<file path="config.mk">
export PLATFORM = sky130hd
export DESIGN_NAME = spi_status_top
export DESIGN_NICKNAME = d
export VERILOG_FILES = /design/src/design/spi_status_pkg.sv /design/src/design/spi_tx_path.sv /design/src/design/spi_rx_path.sv /design/src/design/spi_status_top.sv
export SDC_FILE = /design/constraint.sdc
export NUM_CORES = 1
export LEC_CHECK = 0
export BUFFER_PORTS_ARGS = -buffer_cell sky130_fd_sc_hd__buf_2
export CAP_MARGIN = 40
export CORE_MARGIN = 2
export CORE_UTILIZATION = 40
export CTS_BUF_LIST = sky130_fd_sc_hd__clkbuf_4 sky130_fd_sc_hd__clkbuf_8 sky130_fd_sc_hd__clkbuf_16
export CTS_CLUSTER_SIZE = 12
export DETAILED_ROUTE_END_ITERATION = 8
export PLACE_DENSITY = 0.55
export SYNTH_ARGS = -nofsm -noshare
export SYNTH_HDL_FRONTEND = slang
export SYNTH_HIERARCHICAL = 1
export SYNTH_SLANG_ARGS = --single-unit
</file>
<file path="constraint.sdc">
create_clock -name i_clk -period 5.7 [get_ports i_clk]
set_input_delay 1.14 -clock i_clk [delete_from_list [all_inputs] [get_ports i_clk]]
set_output_delay 1.14 -clock i_clk [all_outputs]
set_load 0.1 [all_outputs]
</file>
<file path="src/design/spi_status_pkg.sv">
// Package: register map, field positions and reset values of the block
package spi_status_pkg;
  localparam logic [3:0]  OFS_STATUS  = 4'h0;
  localparam logic [3:0]  OFS_DIVISOR = 4'h4;
  localparam logic [3:0]  OFS_CONTROL = 4'h8;
  localparam logic [3:0]  OFS_DATA    = 4'hC;
  localparam logic [7:0]  OFS_IRQ_ST  = 8'h10;
  localparam logic [7:0]  OFS_IRQ_EN  = 8'h14;
  localparam logic [7:0]  OFS_IRQ_CLR = 8'h18;
  localparam logic [7:0]  OFS_LINK    = 8'h1C;
  localparam int          BIT_RBF     = 0;
  localparam int          BIT_TBF     = 1;
  localparam int          BIT_UNIMP   = 2;
  localparam int          BIT_TBE     = 3;
  localparam int          BIT_RBE     = 5;
  localparam int          DIV_W       = 13;
  localparam int          WORD_W      = 8;
  localparam int          PTR_W       = 4;
  localparam int          IRQ_N       = 3;
  localparam logic [12:0] DIV_RESET   = 13'h0000;
endpackage

</file>
<file path="src/design/spi_tx_path.sv">
// Transmit holding buffer or FIFO with its status flags
`timescale 1ns/1ps
`default_nettype none
module spi_tx_path (
  input  wire logic       i_clk,
  input  wire logic       i_rst,
  input  wire logic       i_enh,
  input  wire logic       i_wr,
  input  wire logic [7:0] i_wdata,
  input  wire logic       i_take,
  output logic [7:0]      o_word,
  output logic            o_avail,
  output logic            o_full,
  output logic            o_empty
);
  localparam int PW = spi_status_pkg::PTR_W;
  logic [7:0]    mem [0:15];
  logic [PW-1:0] cpu_write_pointer;
  logic [PW-1:0] serial_read_pointer;
  logic          std_full;
  logic          empty_flag;
  wire  [PW-1:0] wp_inc = cpu_write_pointer + 1'b1;
  wire  fifo_full  = (wp_inc == serial_read_pointer);
  wire  fifo_avail = (cpu_write_pointer != serial_read_pointer);
  wire  do_wr = i_wr & ~o_full;
  wire  do_take = i_take & o_avail;
  assign o_avail = i_enh ? fifo_avail : std_full;
  assign o_full  = i_enh ? fifo_full : std_full;
  assign o_word  = mem[serial_read_pointer];
  assign o_empty = empty_flag;
  always_ff @(posedge i_clk) begin
    if (do_wr) begin
      mem[cpu_write_pointer] <= i_wdata;
    end
  end
  always_ff @(posedge i_clk or posedge i_rst) begin
    if (i_rst) begin
      cpu_write_pointer   <= '0;
      serial_read_pointer <= '0;
      std_full            <= 1'b0;
      empty_flag          <= 1'b1;
    end else if (!i_enh) begin
      cpu_write_pointer   <= '0;
      serial_read_pointer <= '0;
      if (do_wr) begin
        std_full   <= 1'b1;
        empty_flag <= 1'b0;
      end else if (do_take) begin
        std_full   <= 1'b0;
        empty_flag <= 1'b1;
      end
    end else begin
      std_full <= 1'b0;
      if (do_wr) begin
        cpu_write_pointer <= wp_inc;
      end
      if (do_take) begin
        serial_read_pointer <= serial_read_pointer + 1'b1;
      end
      if (do_wr) begin
        empty_flag <= 1'b0;
      end else if (do_take) begin
        empty_flag <= 1'b1;
      end
    end
  end
endmodule
`default_nettype wire

</file>
<file path="src/design/spi_rx_path.sv">
// Receive holding buffer or FIFO with its status flags
`timescale 1ns/1ps
`default_nettype none
module spi_rx_path (
  input  wire logic       i_clk,
  input  wire logic       i_rst,
  input  wire logic       i_enh,
  input  wire logic       i_put,
  input  wire logic [7:0] i_word,
  input  wire logic       i_rd,
  output logic [7:0]      o_rdata,
  output logic            o_full,
  output logic            o_empty
);
  localparam int PW = spi_status_pkg::PTR_W;
  logic [7:0]    mem [0:15];
  logic [PW-1:0] serial_write_pointer;
  logic [PW-1:0] cpu_read_pointer;
  logic          std_full;
  wire  [PW-1:0] wp_inc = serial_write_pointer + 1'b1;
  wire  fifo_full  = (wp_inc == cpu_read_pointer);
  wire  fifo_empty = (cpu_read_pointer == serial_write_pointer);
  wire  do_put = i_put & ~o_full;
  wire  do_rd  = i_rd & ~o_empty;
  assign o_full  = i_enh ? fifo_full : std_full;
  assign o_empty = i_enh ? fifo_empty : ~std_full;
  assign o_rdata = mem[cpu_read_pointer];
  always_ff @(posedge i_clk) begin
    if (do_put) begin
      mem[serial_write_pointer] <= i_word;
    end
  end
  always_ff @(posedge i_clk or posedge i_rst) begin
    if (i_rst) begin
      serial_write_pointer <= '0;
      cpu_read_pointer     <= '0;
      std_full             <= 1'b0;
    end else if (!i_enh) begin
      serial_write_pointer <= '0;
      cpu_read_pointer     <= '0;
      if (do_put) begin
        std_full <= 1'b1;
      end else if (do_rd) begin
        std_full <= 1'b0;
      end
    end else begin
      std_full <= 1'b0;
      if (do_put) begin
        serial_write_pointer <= wp_inc;
      end
      if (do_rd) begin
        cpu_read_pointer <= cpu_read_pointer + 1'b1;
      end
    end
  end
endmodule
`default_nettype wire

</file>
<file path="src/design/spi_status_top.sv">
// Serial port buffer status, clock divisor and Wishbone register slave
// Function
// - Transmit-empty sets when a held word moves to the shift register.
// - Transmit-empty clears when software writes the data port.
// - Standard mode: transmit-full sets on a data port write.
// - Standard mode: transmit-full clears when the shifter takes the word.
// - Enhanced: transmit-full iff write ptr + 1 equals read ptr.
// - Standard mode: receive-full sets when a shifted word is held.
// - Standard mode: receive-full clears on a data port read.
// - Enhanced: receive-full iff serial write ptr + 1 equals read ptr.
// - Divisor holds a 13-bit read/write field, zero after reset.
// - Divisor bits 31 to 13 store nothing; software writes zero.
// - Status bit 2 always reads zero.
// - FIFO behaviour only while enhanced-buffer enable is one.
// - Enhanced: receive-empty when read pointer equals write pointer.
//
// Register access over Wishbone and the address map are this design's own decisions.
`timescale 1ns/1ps
`default_nettype none
module spi_status_top (
  input  wire logic        i_clk,
  input  wire logic        i_rst,
  input  wire logic        i_wb_cyc,
  input  wire logic        i_wb_stb,
  input  wire logic        i_wb_we,
  input  wire logic [7:0]  i_wb_adr,
  input  wire logic [3:0]  i_wb_sel,
  input  wire logic [31:0] i_wb_dat,
  output logic [31:0]      o_wb_dat,
  output logic             o_wb_ack,
  input  wire logic        i_shift_load,
  input  wire logic        i_shift_done,
  input  wire logic [7:0]  i_shift_rx,
  output logic [7:0]       o_shift_tx,
  output logic             o_shift_tx_valid,
  output logic [12:0]      o_baud_divisor,
  output logic             o_irq
);
  logic [12:0] baud_divisor_field;
  logic        enhanced_buffer_enable;
  logic [2:0]  irq_status;
  logic [2:0]  irq_enable;
  logic [7:0]  tx_word;
  logic [7:0]  rx_word;
  logic        tx_avail;
  logic        tx_buffer_full_flag;
  logic        tx_buffer_empty_flag;
  logic        rx_buffer_full_flag;
  logic        rx_fifo_empty_flag;
  logic        tbe_q;
  logic        rbf_q;
  logic [31:0] next_rdata;

  wire req     = i_wb_cyc & i_wb_stb & ~o_wb_ack;
  wire wr_req  = req & i_wb_we;
  wire rd_req  = req & ~i_wb_we;
  wire [7:0] adr = {i_wb_adr[7:2], 2'b00};
  wire hit_stat = (adr == {4'h0, spi_status_pkg::OFS_STATUS});
  wire hit_div  = (adr == {4'h0, spi_status_pkg::OFS_DIVISOR});
  wire hit_ctl  = (adr == {4'h0, spi_status_pkg::OFS_CONTROL});
  wire hit_data = (adr == {4'h0, spi_status_pkg::OFS_DATA});
  wire hit_ist  = (adr == spi_status_pkg::OFS_IRQ_ST);
  wire hit_ien  = (adr == spi_status_pkg::OFS_IRQ_EN);
  wire hit_iclr = (adr == spi_status_pkg::OFS_IRQ_CLR);
  wire data_wr  = wr_req & hit_data & i_wb_sel[0];
  wire data_rd  = rd_req & hit_data;

  // Shifter takes the held word only when one is there
  wire tx_take = i_shift_load & tx_avail;

  spi_tx_path spi_tx_path_inst (
    .i_clk   (i_clk),
    .i_rst   (i_rst),
    .i_enh   (enhanced_buffer_enable),
    .i_wr    (data_wr),
    .i_wdata (i_wb_dat[7:0]),
    .i_take  (tx_take),
    .o_word  (tx_word),
    .o_avail (tx_avail),
    .o_full  (tx_buffer_full_flag),
    .o_empty (tx_buffer_empty_flag)
  );

  spi_rx_path spi_rx_path_inst (
    .i_clk   (i_clk),
    .i_rst   (i_rst),
    .i_enh   (enhanced_buffer_enable),
    .i_put   (i_shift_done),
    .i_word  (i_shift_rx),
    .i_rd    (data_rd),
    .o_rdata (rx_word),
    .o_full  (rx_buffer_full_flag),
    .o_empty (rx_fifo_empty_flag)
  );

  // Status image: flags come only from hardware, writes do not reach them
  wire [31:0] status_word = {26'h000_0000,
                             rx_fifo_empty_flag & enhanced_buffer_enable,
                             1'b0,
                             tx_buffer_empty_flag,
                             1'b0,
                             tx_buffer_full_flag,
                             rx_buffer_full_flag};

  // Interrupt events: transmit-empty rise, receive-full rise, rx word put
  wire tbe_rise = tx_buffer_empty_flag & ~tbe_q;
  wire rbf_rise = rx_buffer_full_flag & ~rbf_q;
  wire [2:0] irq_event = {i_shift_done, rbf_rise, tbe_rise};
  wire [2:0] irq_clr = (wr_req & hit_iclr) ? i_wb_dat[2:0] : 3'b000;
  // Set wins over a clear in the same cycle
  wire [2:0] next_irq_status = irq_event | (irq_status & ~irq_clr);

  always_comb begin
    next_rdata = 32'h0000_0000;
    if (hit_stat) begin
      next_rdata = status_word;
    end else if (hit_div) begin
      next_rdata = {19'h0_0000, baud_divisor_field};
    end else if (hit_ctl) begin
      next_rdata = {31'h0000_0000, enhanced_buffer_enable};
    end else if (hit_data) begin
      next_rdata = {24'h00_0000, rx_word};
    end else if (hit_ist) begin
      next_rdata = {29'h0000_0000, irq_status};
    end else if (hit_ien) begin
      next_rdata = {29'h0000_0000, irq_enable};
    end
  end

  always_ff @(posedge i_clk or posedge i_rst) begin
    if (i_rst) begin
      o_wb_ack <= 1'b0;
      o_wb_dat <= 32'h0000_0000;
    end else begin
      o_wb_ack <= req;
      o_wb_dat <= rd_req ? next_rdata : 32'h0000_0000;
    end
  end

  always_ff @(posedge i_clk or posedge i_rst) begin
    if (i_rst) begin
      baud_divisor_field <= spi_status_pkg::DIV_RESET;
    end else if (wr_req && hit_div) begin
      if (i_wb_sel[0]) begin
        baud_divisor_field[7:0] <= i_wb_dat[7:0];
      end
      if (i_wb_sel[1]) begin
        baud_divisor_field[12:8] <= i_wb_dat[12:8];
      end
    end
  end

  always_ff @(posedge i_clk or posedge i_rst) begin
    if (i_rst) begin
      enhanced_buffer_enable <= 1'b0;
      irq_enable             <= 3'b000;
    end else begin
      if (wr_req && hit_ctl && i_wb_sel[0]) begin
        enhanced_buffer_enable <= i_wb_dat[0];
      end
      if (wr_req && hit_ien && i_wb_sel[0]) begin
        irq_enable <= i_wb_dat[2:0];
      end
    end
  end

  always_ff @(posedge i_clk or posedge i_rst) begin
    if (i_rst) begin
      irq_status       <= 3'b000;
      tbe_q            <= 1'b1;
      rbf_q            <= 1'b0;
      o_irq            <= 1'b0;
      o_shift_tx       <= 8'h00;
      o_shift_tx_valid <= 1'b0;
      o_baud_divisor   <= 13'h0000;
    end else begin
      irq_status       <= next_irq_status;
      tbe_q            <= tx_buffer_empty_flag;
      rbf_q            <= rx_buffer_full_flag;
      o_irq            <= |(next_irq_status & irq_enable);
      o_shift_tx       <= tx_take ? tx_word : o_shift_tx;
      o_shift_tx_valid <= tx_take;
      o_baud_divisor   <= baud_divisor_field;
    end
  end
endmodule
`default_nettype wire

</file>
# Word-level counts from Yosys, hierarchy flattened
# Memory sizes are Yosys's and may differ from the RTL's. A register that Yosys moved wholly into a read port is not among the register bits.
# Index checks and enable logic that the tools add are counted.
# W data, S select, Z words.
# word_totals
reg_bits,89
ram_bits,256
inputBits,59
out_inout_bits,56
elab_cells,111
n_memories,2
# classes
add_sub_neg,4
eq_ne,14
muxes,32
n_bitwise,28
n_reduce_logical,12
# memory_table
name,words,word_bits,read_ports,rd_clocked_by_memory_dff,write_ports,line,source
spi_rx_path_inst.mem,16,8,1,0,1,spi_rx_path.sv:16,logic [7:0] mem [0:15];
spi_tx_path_inst.mem,16,8,1,1,1,spi_tx_path.sv:17,logic [7:0] mem [0:15];
# op_table
op,n
$mux W32,1
$mux W4,8
$mux W13,2
$eq A6 B3 Y1 const B,3
$add A4 B1 Y4 const B,4
$and A1 B1 Y1,16
$mux W1,16
$mux W8,2
$eq A4 B4 Y1,3
$eq A6 B2 Y1 const B,2
$mux W3,3
$logic_not A8 Y1,1
$ne A2 B1 Y1 const B,4
$not A1 Y1,8
$and A3 B3 Y3,2
$eq A6 B1 Y1 const B,1
$reduce_bool A3 Y1,2
$logic_and A1 B1 Y1,5
$ne A4 B4 Y1,1
$reduce_and A2 Y1,2
$not A3 Y3,1
$or A3 B3 Y3,1
$reduce_or A3 Y1,1
$reduce_bool A2 Y1,1

# Longest topological paths before layout
# logic_depth
depth_word,10
ltp_mapped,12
mapped_depth_nobuf,10

# Hierarchy
# Netlist, hierarchy kept.
# by_module_without_submodules
mod,n_inst,cells_per_inst,area_each_um2,seq_area_each_um2
spi_tx_path,1,340,5811.8,4095.2
spi_rx_path,1,338,5761.8,4068.9
spi_status_top,1,188,2472.4,1477.7

# Worst setup path after synthesis
# No wires, ideal clock.
# synth_path
kind,in2reg
start,input i_wb_we
end,"memory spi_tx_path_inst.mem[0][0], enable pin"
arrival_time_ps,3201
t_required_ps,5302
setup_slack_ps,2101
stages,7
n_path_buf,2
cell_sequence,and4b_1 -> buf_2 -> nand3_1 -> nor3_1 -> clkbuf_1 -> o311ai_4 -> nor4b_1
# synth_between
elab_chain_len,6
# synth_lines
element,line,source
from (decl),spi_status_top.sv:25,"input wire logic i_wb_we,"
$and A1 B1 Y1,spi_status_top.sv:55,wire wr_req = req & i_wb_we;
$and A1 B1 Y1 (2 in a row),spi_status_top.sv:65,wire data_wr = wr_req & hit_data & i_wb_sel[0];
net data_wr,spi_status_top.sv:65,
$and A1 B1 Y1,spi_tx_path.sv:25,wire do_wr = i_wr & ~o_full;
$mux W1,spi_tx_path.sv:32,if (do_wr) begin
$mux W1 (not written as such),spi_tx_path.sv:33,mem[cpu_write_pointer] <= i_wdata;
to (decl),spi_tx_path.sv:17,
# The timed path passes the listed nets, and every way through them passes these cells.

# Final worst setup path
# layout_path
start,input i_wb_we
end,"memory spi_tx_path_inst.mem[8][1], enable pin"
# The elaborated chain is that of the path after synthesis.

==> results.json <==
{
  "status": "finished, final reports clean",
  "power.internal_w": 0.004067,
  "drive_gt1_share_pct": 26.40,
  "avgSynthCellArea_um2": 16.22,
  "gp_congestion": 0.7661,
  "synth_top_family_by_area": "multiplexers",
  "synth_compound_area_share_pct": 6.102,
  "cpPeakStageDelay_ps": 540,
  "totalWireLength_mm": 29.76,
  "p_comb_share_pct": 5.9,
  "numCtsBuffers": 37,
  "cts_tree": "yes",
  "antenna_left": 0,
  "first_pass_iters": 4,
  "final_area_um2": 16240,
  "yosysTopAreaCellShare_pct": 54.73,
  "cp.arrival_ps": 3180,
  "slew-limit-headroom_pct": 42.62,
  "initial_core_util_pct": 40.66,
  "final_core_util_pct": 47.02,
  "maxCapViolations": 0,
  "chipHeight_um": 191.4,
  "tightest_slew_ps": 860.7,
  "syn2layout_area_growth_pct": 15.64,
  "seq_area_frac_synth_pct": 68.64,
  "wl_per_cell_um": 20.45,
  "synth.distinct_cells": 72,
  "nNetsFinal": 1041,
  "critPathKind": "input pin to register",
  "seqPwrFrac_pct": 50.6,
  "h-tree-depth": 2,
  "fin_crit_sh_pct": 51.93,
  "synth_top_area_cell": "edfxtp_1",
  "syn-cell-area_um2": 14050,
  "finalCriticalPeriod_ps": 2960,
  "pwr-share-clk_pct": 43.5,
  "critical_path_required_ps": 5920,
  "drt_iter0_drc": 434,
  "gr-usage-all-layers_pct": 16.74,
  "drv_slew": 0,
  "clock_skew_ps": 19.25,
  "dpl.cell_count": 1388,
  "overflow": 0,
  "worstPathMaxFanout": 10,
  "layout.cells.non_filler": 1455,
  "pin_count": 115,
  "path_buf_inv": 3,
  "fp-row-count": 68,
  "max_freq_mhz": 337.9,
  "die_w_um": 191.4,
  "rsz0062_at_grt": "no",
  "dp_hpwl_mm": 20.05,
  "grt_pass1_vias": 7925,
  "yosys.area_share.simple_pct": 7.206,
  "synth_area_leaders": "edfxtp_1 55%, dfrtp_1 14%, mux2i_1 5.4%, mux4_2 5.3%, a221oi_1 2.0%",
  "clock_latency_ps": 520,
  "netSwitchingPower_w": 0.001201,
  "synth_warnings": 6,
  "cpMaxStageDelayCell": "nor3_1",
  "setup_viol": 0,
  "antenna_found_initial": 1,
  "crit_family": "simple AND/OR/NAND/NOR gates",
  "setup_slack_ps": 2740,
  "peakVddDrop_mv": 0.2895,
  "fillCellCount": 3006,
  "p_sw_share_pct": 22.81,
  "powerDensity_nw_per_um2": 324.3,
  "vias_per_cell": 5.222,
  "path_cells": "buf_2, and4b_1, nand3_1, nor3_1, buf_4, o311ai_4, nor3_1, buf_4",
  "cts_buffer_depth": 3,
  "yosys_most_used_dff": "edfxtp_1",
  "async_flop_share_pct": 23.35,
  "postCtsResizedCells": 0,
  "drc": 0,
  "core_um2": 34540,
  "finalHoldViolCount": 0,
  "dp_slack_ps": 2158,
  "grt_max_degree": 48,
  "placed_cell_area_um2": 15050,
  "synth_edf_count": 256,
  "vias": 7598,
  "leakage_nw": 5.752,
  "synth_seq_cells": 334,
  "grt_pass1_wl_mm": 46.61,
  "die_area_um2": 36630,
  "start_kind": "input pin",
  "synth_cells": 866,
  "synth_xor_xnor_area_share_pct": 1.479,
  "port-buffer-count": 72,
  "cts_setup_buffers": 0,
  "synthAdderAreaFrac_pct": 0.8908,
  "root_buffer": "clkbuf_16",
  "hold_class": "register to register",
  "finalSetupTns_ps": 0,
  "ctsHoldBuffers": 0,
  "cp-end-kind": "register",
  "antenna_cells": 0,
  "synth_mux_area_share_pct": 12.71,
  "clock_sinks": 334,
  "clk_pin_slew_ps": 60
}
## kinds of logic (layout without fill, tap and decap cells)
logic type / count (synthesis) / after routing
AO/OA/AOI/OAI: 111 / 111
XOR/XNOR: 18 / 18
adder cells (fa/ha/maj): 10 / 10
buffers and inverters: 80 / 196
flip-flops: 334 / 334
multiplexers: 134 / 134
other: 1 / 19
AND/OR/NAND/NOR: 178 / 178
## worst paths after layout
path | from | to | slack (ps) | depth (start not counted)
setup / recovery | i_wb_we | spi_tx_path_inst/mem[8][1] | 2740 | 8
hold / removal | spi_tx_path_inst/o_empty | tbe_q | 380 | 0
setup reg to reg | spi_rx_path_inst/serial_write_pointer[0] | o_wb_dat[0] | 2830 | 10
hold reg to reg | spi_tx_path_inst/o_empty | tbe_q | 380 | 0
max in group asynchronous | i_rst | o_wb_dat[4] | 4210 | 3
min in group asynchronous | i_rst | o_baud_divisor[6] | 600 | 2
## placed cells by master (no fill, tap or decap), types with 8 or more instances in the layout
master / instances
o21ai_0: 24
clkbuf_16: 37
nand2_1: 56
dfrtp_1: 74
buf_4: 35
nor2_1: 18
clkbuf_4: 11
a22oi_1: 17
inv_1: 13
nor3_1: 27
xnor2_1: 8
clkinv_1: 10
ha_1: 10
mux2_2: 24
nor2b_1: 9
conb_1: 19
edfxtp_1: 256
a221oi_1: 32
mux2i_1: 76
buf_2: 74
mux4_2: 33
nand3_1: 13
## state kept, by name, indices dropped and copies added (netlist names), 3 cells and up
register and flops:
spi_rx_path_inst/mem 128, spi_tx_path_inst/mem 128, baud_divisor_field 13, o_baud_divisor 13
o_wb_dat 13, o_shift_tx 8, spi_rx_path_inst/cpu_read_pointer 4, spi_rx_path_inst/serial_write_pointer 4
spi_tx_path_inst/cpu_write_pointer 4, spi_tx_path_inst/serial_read_pointer 4, irq_enable 3, irq_status 3
## synth_stat cells (20+ instances only)
library cell    n
a221oi_1       32
buf_4          20
clkbuf_1       22
dfrtp_1        76
edfxtp_1      256
mux2_2         24
mux2i_1        76
mux4_2         33
nand2_1        56
nor3_1         27
o21ai_0        24
## stage by stage
| step | total power (W) | hold slack, ps |
|---|---|---|
| finish | 0.005268 | 381.6 |
| CTS | 0.005327 | 389.9 |
| global placement | 0.003025 | 367.5 |
| floorplan | 0.002953 | 361.1 |
| global route | 0.005441 | 398.1 |
| detailed placement | 0.003028 | 376.2 |
## worst reg2reg max path, cell delays in order, from the launching register on
cell and delay (ps):
dfrtp_1 570, inv_1 120, ha_1 350, xnor2_1 210
and3_4 240, and3_4 260, or2_1 280, mux4_2 480
nand2_1 90, o31a_1 130, nor2_1 50
## routing by layer
layer	vias to the layer above	global-route usage, %	part of all wire [%]
met5	-	0	0
met4	0	5.503	2.8
met3	47	2.350	2.7
met2	132	28.23	50
met1	3848	22.35	44
li1	3571	-	-
## power by group through the flow
stage | clock network (W) | logic (W) | registers (W)
2_1_floorplan | 0 | 0.000121 | 0.00283
3_3_place_gp | 0 | 0.000310 | 0.00272
3_5_place_dp | 0 | 0.000312 | 0.00272
4_1_cts | 0.00235 | 0.000313 | 0.00267
5_1_grt | 0.00244 | 0.000329 | 0.00267
6_report | 0.00229 | 0.000308 | 0.00267
## cell type report
class	instances	area, um^2	share of cell area [%]
clock inverters	14	112.6	0.6933
inverters	18	67.56	0.4160
clock buffers	53	1077	6.632
repair buffers	111	688.2	4.237
multi-input cells	470	4084	25.14
well taps	455	569.3	3.505
flip-flops and latches	334	9644	59.37
No activity file was read; power rests on OpenSTA's default activity.
